<file path="src/verilog/ptd_pkg.sv">
// constants for the processor trap detection and priority unit
// assumes one core clock and a synchronous active-high device reset
//
// What this block does
// - A misaligned word data access, a data access to unimplemented data memory, or a data access to unimplemented program memory raises an address error trap.
// - Any instruction fetch from the trap vector region raises an address error trap.
// - For multiply-accumulate class accesses, all of Y space is unimplemented for X and all of X space is unimplemented for Y.
// - A branch or jump literal whose target is unimplemented program memory raises an address error trap.
// - Executing from an unimplemented program address after the PC changes, including by a return, raises an address error trap.
// - Loading the stack pointer above the stack limit register value raises a stack error trap.
// - Loading the stack pointer below 0x0800 raises a stack error trap.
// - Failure of the external oscillator with fallback to the internal backup raises an oscillator fail trap.
// - Traps active together are serviced in fixed priority order while lower ones stay pending.
// - Levels 8 to 11 are soft traps and the arithmetic error trap is level 11.
// - Levels 12 to 15 are hard traps.
// - Address error is level 12, stack error level 13 and oscillator fail level 14.
// - After a hard trap, code execution is held until that trap is acknowledged.
// - A lower hard trap arising while a higher trap is pending, acknowledged or in service is a conflict.
// - A conflict resets the device and sets the conflict flag at bit 15 of the reset control register.

package ptd_pkg;
  localparam int DADDR_W = 16;
  localparam int PADDR_W = 24;
  localparam int LVL_W = 4;
  localparam int NLVL = 8;
  localparam int IDX_W = 3;
  localparam int RESET_CONTROL_REGISTER_W = 16;

  // priority levels; pending bit index is level minus the soft base
  localparam logic [LVL_W-1:0] LVL_BASE = 4'h8;
  localparam logic [LVL_W-1:0] LVL_ARITH = 4'hB;
  localparam logic [LVL_W-1:0] LVL_ADDR = 4'hC;
  localparam logic [LVL_W-1:0] LVL_STACK = 4'hD;
  localparam logic [LVL_W-1:0] LVL_OSC = 4'hE;
  localparam int IDX_ARITH = 3;
  localparam int IDX_ADDR = 4;
  localparam int IDX_STACK = 5;
  localparam int IDX_OSC = 6;
  localparam int IDX_HARD_LO = 4;
  localparam int IDX_HARD_HI = 7;

  // data space map
  localparam logic [DADDR_W-1:0] STACK_FLOOR = 16'h0800;
  localparam logic [DADDR_W-1:0] X_HI = 16'h0BFF;
  localparam logic [DADDR_W-1:0] Y_LO = 16'h0C00;
  localparam logic [DADDR_W-1:0] Y_HI = 16'h0FFF;
  localparam logic [DADDR_W-1:0] DATA_END = 16'h1000;

  // program space map
  localparam logic [PADDR_W-1:0] PROG_END = 24'h008000;
  localparam logic [PADDR_W-1:0] VEC_LO = 24'h000004;
  localparam logic [PADDR_W-1:0] VEC_HI = 24'h00007F;

  localparam int RESET_CONTROL_REGISTER_CONFLICT_BIT = 15;
  localparam logic [RESET_CONTROL_REGISTER_W-1:0] RESET_CONTROL_REGISTER_RESET = 16'h0000;
  localparam logic [NLVL-1:0] LVL_NONE = 8'h00;
endpackage : ptd_pkg

</file>
<file path="src/verilog/ptd_trap_unit.sv">
// trap detection, priority resolution and hard trap conflict handling
// assumes the core drives access strobes on ref_clk; osc_fail is asynchronous

`timescale 1ns/1ps

module ptd_trap_unit (
  input wire logic ref_clk, // core clock, 50 MHz
  input wire logic rst, // synchronous device reset, active high
  input wire logic dacc_valid, // data space access this cycle
  input wire logic dacc_word, // access is word sized
  input wire logic [ptd_pkg::DADDR_W-1:0] dacc_addr, // data access byte address
  input wire logic dacc_mac_x, // multiply-accumulate class X access
  input wire logic dacc_mac_y, // multiply-accumulate class Y access
  input wire logic pacc_valid, // data access into program space
  input wire logic [ptd_pkg::PADDR_W-1:0] pacc_addr, // program space data address
  input wire logic ifetch_valid, // instruction fetch this cycle
  input wire logic [ptd_pkg::PADDR_W-1:0] ifetch_addr, // fetch address
  input wire logic bra_lit_valid, // branch_always_literal or jump literal executes
  input wire logic [ptd_pkg::PADDR_W-1:0] bra_lit_target, // literal target
  input wire logic pc_exec_valid, // execution continues after a pc change
  input wire logic [ptd_pkg::PADDR_W-1:0] pc_value, // new pc value
  input wire logic sp_load_valid, // stack pointer loaded
  input wire logic [ptd_pkg::DADDR_W-1:0] sp_value, // value loaded
  input wire logic [ptd_pkg::DADDR_W-1:0] stack_limit_register, // software limit
  input wire logic osc_fail, // clock monitor: running on backup rc
  input wire logic arith_err, // arithmetic error from core
  input wire logic trap_ack, // core acknowledges a trap
  input wire logic [ptd_pkg::LVL_W-1:0] ack_level, // level acknowledged
  input wire logic trap_done, // core finished highest in-service trap
  input wire logic conflict_flag_clr, // software clears the conflict flag
  output logic [ptd_pkg::NLVL-1:0] trap_pending, // pending bits, levels 8..15
  output logic service_req, // a trap is pending
  output logic [ptd_pkg::LVL_W-1:0] service_level, // highest pending level
  output logic core_hold, // block code execution
  output logic conflict_reset, // one-cycle device reset request
  output logic [ptd_pkg::RESET_CONTROL_REGISTER_W-1:0] reset_control_register // reset cause bits
);
  import ptd_pkg::*;

  ////////////////////////////////////////////////////////////////////////////
  // decode helpers

  function automatic logic prog_unimpl(input logic [PADDR_W-1:0] a);
    prog_unimpl = (a >= PROG_END);
  endfunction : prog_unimpl

  // highest set bit index; valid only when mask is non-zero
  function automatic logic [IDX_W-1:0] top_idx(input logic [NLVL-1:0] m);
    top_idx = '0;
    for (int i = 0; i < NLVL; i++) begin
      if (m[i]) begin
        top_idx = IDX_W'(i);
      end
    end
  endfunction : top_idx

  function automatic logic [NLVL-1:0] idx_bit(input logic [IDX_W-1:0] i);
    idx_bit = NLVL'(1) << i;
  endfunction : idx_bit

  ////////////////////////////////////////////////////////////////////////////
  // oscillator fail input: three-stage synchroniser and agreement filter

  logic osc_s1, osc_s2, osc_s3, osc_lvl;
  logic next_osc_lvl;
  logic osc_evt;

  always_comb begin
    next_osc_lvl = (osc_s2 == osc_s3) ? osc_s3 : osc_lvl;
    osc_evt = (osc_s2 == osc_s3) && osc_s3 && !osc_lvl;
  end

  always_ff @(posedge ref_clk) begin
    if (rst) begin
      osc_s1 <= 1'b0;
      osc_s2 <= 1'b0;
      osc_s3 <= 1'b0;
      osc_lvl <= 1'b0;
    end else begin
      osc_s1 <= osc_fail;
      osc_s2 <= osc_s1;
      osc_s3 <= osc_s2;
      osc_lvl <= next_osc_lvl;
    end
  end

  ////////////////////////////////////////////////////////////////////////////
  // trap cause detection

  logic data_bad, addr_evt, stack_evt;
  logic [NLVL-1:0] new_evt;

  always_comb begin
    if (dacc_mac_x) begin
      data_bad = (dacc_addr > X_HI);
    end else if (dacc_mac_y) begin
      data_bad = (dacc_addr < Y_LO) || (dacc_addr > Y_HI);
    end else begin
      data_bad = (dacc_addr >= DATA_END);
    end
    addr_evt = (dacc_valid && ((dacc_word && dacc_addr[0]) || data_bad))
      || (pacc_valid && prog_unimpl(pacc_addr))
      || (ifetch_valid && ifetch_addr >= VEC_LO && ifetch_addr <= VEC_HI)
      || (bra_lit_valid && prog_unimpl(bra_lit_target))
      || (pc_exec_valid && prog_unimpl(pc_value));
    stack_evt = sp_load_valid
      && ((sp_value > stack_limit_register)
      || (sp_value < STACK_FLOOR));
    new_evt = LVL_NONE;
    new_evt[IDX_ARITH] = arith_err;
    new_evt[IDX_ADDR] = addr_evt;
    new_evt[IDX_STACK] = stack_evt;
    new_evt[IDX_OSC] = osc_evt;
  end

  ////////////////////////////////////////////////////////////////////////////
  // pending, in-service, priority and conflict

  logic [NLVL-1:0] in_service;
  logic [NLVL-1:0] next_pending, next_in_service, ack_clr, done_clr, busy;
  logic conflict;
  logic [RESET_CONTROL_REGISTER_W-1:0] next_reset_control_register;
  logic next_service_req, next_core_hold, next_conflict_reset;
  logic [LVL_W-1:0] next_service_level;

  always_comb begin
    ack_clr = trap_ack ? idx_bit(IDX_W'(ack_level - LVL_BASE)) : LVL_NONE;
    done_clr = (trap_done && |in_service) ? idx_bit(top_idx(in_service)) : LVL_NONE;
    busy = trap_pending | in_service;
    conflict = 1'b0;
    for (int i = IDX_HARD_LO; i <= IDX_HARD_HI; i++) begin
      if (new_evt[i] && |(busy >> (i + 1))) begin
        conflict = 1'b1;
      end
    end
    // a new cause wins over an acknowledge in the same cycle
    next_pending = (trap_pending & ~ack_clr) | new_evt;
    next_in_service = ((in_service & ~done_clr) | (ack_clr & trap_pending)) & ~new_evt;
    next_reset_control_register = reset_control_register;
    if (conflict_flag_clr) begin
      next_reset_control_register[RESET_CONTROL_REGISTER_CONFLICT_BIT] = 1'b0;
    end
    if (conflict) begin
      next_pending = LVL_NONE;
      next_in_service = LVL_NONE;
      next_reset_control_register[RESET_CONTROL_REGISTER_CONFLICT_BIT] = 1'b1;
    end
    next_service_req = |next_pending;
    next_service_level = LVL_BASE + LVL_W'(top_idx(next_pending));
    next_core_hold = |next_pending[IDX_HARD_HI:IDX_HARD_LO];
    next_conflict_reset = conflict;
  end

  always_ff @(posedge ref_clk) begin
    if (rst) begin
      trap_pending <= LVL_NONE;
      in_service <= LVL_NONE;
      service_req <= 1'b0;
      service_level <= LVL_BASE;
      core_hold <= 1'b0;
      conflict_reset <= 1'b0;
      reset_control_register <= RESET_CONTROL_REGISTER_RESET;
    end else begin
      trap_pending <= next_pending;
      in_service <= next_in_service;
      service_req <= next_service_req;
      service_level <= next_service_level;
      core_hold <= next_core_hold;
      conflict_reset <= next_conflict_reset;
      reset_control_register <= next_reset_control_register;
    end
  end

  ////////////////////////////////////////////////////////////////////////////
  // checks

  a_misalign_trap: assert property (@(posedge ref_clk) disable iff (rst)
    dacc_valid && dacc_word && dacc_addr[0] |=> trap_pending[IDX_ADDR] || conflict_reset)
    else $error("misaligned word access gave no address trap");

  a_vector_fetch: assert property (@(posedge ref_clk) disable iff (rst)
    ifetch_valid && ifetch_addr >= VEC_LO && ifetch_addr <= VEC_HI
    |=> trap_pending[IDX_ADDR] || conflict_reset)
    else $error("vector space fetch gave no address trap");

  a_mac_y_space: assert property (@(posedge ref_clk) disable iff (rst)
    dacc_valid && dacc_mac_x && dacc_addr >= Y_LO && dacc_addr <= Y_HI
    |=> trap_pending[IDX_ADDR] || conflict_reset)
    else $error("x access into y space gave no address trap");

  a_return_pc: assert property (@(posedge ref_clk) disable iff (rst)
    pc_exec_valid && pc_value >= PROG_END |=> trap_pending[IDX_ADDR] || conflict_reset)
    else $error("execution from unimplemented pc gave no trap");

  a_stack_bounds: assert property (@(posedge ref_clk) disable iff (rst)
    sp_load_valid && (sp_value < STACK_FLOOR || sp_value > stack_limit_register)
    |=> trap_pending[IDX_STACK] || conflict_reset)
    else $error("stack bound violation gave no stack trap");

  a_osc_fail_trap: assert property (@(posedge ref_clk) disable iff (rst)
    !osc_lvl && $rose(osc_fail) ##1 osc_fail [*2]
    |-> ##[1:2] (trap_pending[IDX_OSC] || conflict_reset || osc_lvl))
    else $error("oscillator failure gave no trap");

  a_highest_served: assert property (@(posedge ref_clk) disable iff (rst)
    service_req |-> trap_pending[IDX_W'(service_level - LVL_BASE)]
    && (trap_pending >> (IDX_W'(service_level - LVL_BASE) + 1)) == LVL_NONE)
    else $error("service level is not the highest pending");

  a_hard_hold: assert property (@(posedge ref_clk) disable iff (rst)
    core_hold == (|trap_pending[IDX_HARD_HI:IDX_HARD_LO]))
    else $error("hard trap pending without execution hold");

  a_conflict_cause: assert property (@(posedge ref_clk) disable iff (rst)
    stack_evt && (trap_pending[IDX_OSC] || in_service[IDX_OSC])
    |=> conflict_reset ##1 !conflict_reset)
    else $error("hard trap conflict not detected");

  a_conflict_flag: assert property (@(posedge ref_clk) disable iff (rst)
    conflict_reset |-> reset_control_register[RESET_CONTROL_REGISTER_CONFLICT_BIT]
    && trap_pending == LVL_NONE && in_service == LVL_NONE)
    else $error("conflict reset without flag or with trap state left");
endmodule : ptd_trap_unit

</file>
<file path="config.mk">
export PLATFORM = sky130hd
export DESIGN_NAME = ptd_trap_unit
export DESIGN_NICKNAME = d
export VERILOG_FILES = /design/src/verilog/ptd_pkg.sv /design/src/verilog/ptd_trap_unit.sv
export SDC_FILE = /design/constraint.sdc
export NUM_CORES = 1
export LEC_CHECK = 0
export BUFFER_PORTS_ARGS = -buffer_cell sky130_fd_sc_hd__buf_2
export CAP_MARGIN = 20
export CORE_AREA = 3 3 75 77
export CTS_BUF_LIST = sky130_fd_sc_hd__clkbuf_16
export CTS_CLUSTER_SIZE = 28
export DETAILED_ROUTE_END_ITERATION = 6
export DIE_AREA = 0 0 78 80
export GPL_TIMING_DRIVEN = 0
export PLACE_DENSITY = 0.83
export SYNTH_ARGS = -nofsm -noshare
export SYNTH_HDL_FRONTEND = slang
export SYNTH_SLANG_ARGS = --single-unit
</file>
<file path="constraint.sdc">
create_clock -name ref_clk -period 5 [get_ports ref_clk]
set_input_delay 0 -clock ref_clk [delete_from_list [all_inputs] [get_ports ref_clk]]
set_output_delay 0 -clock ref_clk [all_outputs]
set_load 0.01 [all_outputs]
</file>
==> results by group <==
Logic synthesis
  – Syn. warnings: 0
  – Number of distinct library cells after synthesis: 45
  – Seq cells post-synth: 22
  – Mapped cell area: 1660 µm²
  – Post-synth ARST share: 0
  – Seq/Total Area, Yosys: 0.265
  – Most used DFF post-synth: dfxtp_1
  – Mean Syn Cell Area: 7.96 µm²
  – Post-synth EDFFs: 0
  – Post-synthesis instance total: 209

Route
  – Top routing layer used: met5
  – Vias per cell: 4.72
  – Met3 Wirelength: 530 µm
  – Drt first pass iters: 4
  – DRC: 0
  – First DRT Iteration DRCs: 32
  – Met2 WL: 2.42 mm
  – Post-Route M1 WL: 2.04 mm
  – Routed Wire Length: 5.06 mm
  – Routed length per instance: 12.2 µm
  – Via count: 1963
  – Routed Antenna Nets: 0

Layout
  – Nets@finish: 529
  – Top Registers: trap_pending (8), in_service (3), service_level (3)
  – Number of flip-flops in the largest register: 8
  – Share of cells above drive strength 1: 0.422
  – Most flops, register: trap_pending
  – Filler cells: 483
  – Commonest non-fill, non-tap cell in the layout: buf_2
  – Non-Filler Instances: 416
  – P&R area growth vs syn: 49.3%
  – Most frequent cells in the layout: buf_2, inv_1, dfxtp_1, ha_1
  – Antenna diode count: 0

Clocking
  – CTS root buffer: clkbuf_16
  – Clock sink count: 22
  – CTS tree: built
  – Inserted Clock Buffers: 3
  – Clock transition at path regs: 60 ps
  – H-Tree Depth: 1
  – Clk_lat worst skew: 250 ps
  – Clock Tree Buf Depth: 2
  – Setup Fix Bufs, Post-CTS: 0

Floorplanning
  – Core ar.: 5070 µm²
  – Height of the die: 80 µm
  – Ports: 195
  – Starting density of the core: 0.328
  – Cell Rows: 26
  – Full die area: 6240 µm²
  – Die W: 78 µm

Placement
  – Final GP Congestion: 0.824
  – Final HPWL DP: 4.38 mm
  – Dpl cells: 412
  – Setup WS pre-CTS: 2830 ps
  – Port bufs: 119

Critical path
  – RR Startpoint: trap_pending[6]
  – CP Capture Type: register
  – CP Launch Type: primary input
  – FF-to-FF End: service_level[0]
  – CP Class: in2reg
  – WP data required: 5150 ps
  – End of the critical path: service_level[0]
  – Worst Setup SP: pc_value[18]
  – WP data arrival: 2020 ps
  – Max FO, Critical Path: 9
  – R2R setup slack: 3170 ps
  – Worst-case reg-to-reg path depth: 5

Global route
  – Number of global-route vias before repair: 1944
  – Initial antenna violation count: 1
  – Gr ovfl total: 0
  – Global Route Usage Sum: 0.160
  – First-pass GRT wire length: 8.22 mm
  – Largest net degree at the start of global routing: 12

STA
  – Worst-Margin Slew: 520 ps
  – Fin. Hold Viols: 0
  – Setup violators final: 0
  – Tcrit/Tclk final: 0.376
  – Fmax: 532 MHz
  – Setup tns final: 0 ps
  – Max-slew violations: 0
  – RSZ-0062 raised after global routing: no
  – Worst slew margin: 0.649
  – Clk_skew: 2.50 ps
  – Final min period: 1880 ps
  – Setup ws final: 3120 ps

Flow run
  – Max-Cap Viols: 0

Hold path
  – Worst hold path type: in2reg

Power and ir drop
  – P_leak: 1.30 nW
  – Power Dens Cells: 195 nW/µm²
  – Worst vdd ir: 0.200 mV

Status
  – Status: finished clean
worst min path at each step:
stage                     slack [ps]      start  cells after the start               to
after global routing              60  arith_err                      3  trap_pending[3]
final                             40  arith_err                      3  trap_pending[3]
after floorplan                  130   osc_fail                      1           osc_s1
after global placement           220   osc_fail                      2           osc_s1
after detailed placement         230   osc_fail                      2           osc_s1
after CTS                         50  arith_err                      3  trap_pending[3]
through the flow:
stage	power [mW]	hold slack (ps)	area [µm²]	util
floorplan	0.262	128	1720	-
global placement	0.320	225	2400	0.473
detailed placement	0.324	228	2400	0.473
CTS	0.487	47.3	2480	0.490
global route	0.512	62.5	2480	0.490
finish	0.484	37.4	2480	0.490
cells by family (layout without fill, tap and decap cells):
family          count (synthesis)  in the layout  synth area share
simple gates                   76             76             0.256
compound gates                 46             46             0.198
buf+inv                        45            168             0.143
flops                          22             22             0.265
fa+ha+maj                      17             17             0.128
other cells                     2             16           0.00451
mux                             1              1           0.00602
power breakdown:
part           switching (mW)  internal (mW)
registers             0.00312          0.183
logic                  0.0638         0.0714
clock network          0.0572          0.105
Yosys cell counts, types with 5 or more instances:
cell type,count,share of area
dfxtp_1,22,0.26
inv_1,22,0.050
ha_1,17,0.13
buf_4,16,0.072
nand2_1,14,0.032
a21oi_1,13,0.039
nor3_1,13,0.039
nor2_1,9,0.020
nor2b_1,9,0.034
o21ai_0,8,0.024
nand4_1,6,0.023
nor4_1,6,0.023
clkbuf_1,5,0.011
per-layer routing:
layer  up-vias  track usage
met4         2       0.0280
li1       1000            -
met1       853        0.177
met3         8       0.0542
met2       100        0.300
met5         -            0
area by class of cell:
cell class	instances	area [µm²]	share of cell area
buffer	23	155	0.0624
clock buffer	3	75.1	0.0302
inverter	22	82.6	0.0332
multi-input combinational	156	1040	0.418
sequential	22	440	0.177
tap	70	87.6	0.0352
timing repair buffer	120	606	0.244
critical path, stage by stage:
cell and delay (ps):
buf_2 90, or4_1 530, o41ai_2 310, o21ai_1 100, and4b_2 360, o221ai_2 170, buf_6 170, a311oi_1 280
timing repair:
action,in CTS,in global routing
resized for setup,0,0
hold endpoints to repair,1,0
hold buffers,1,0
No activity file was read; power rests on OpenSTA's default activity.
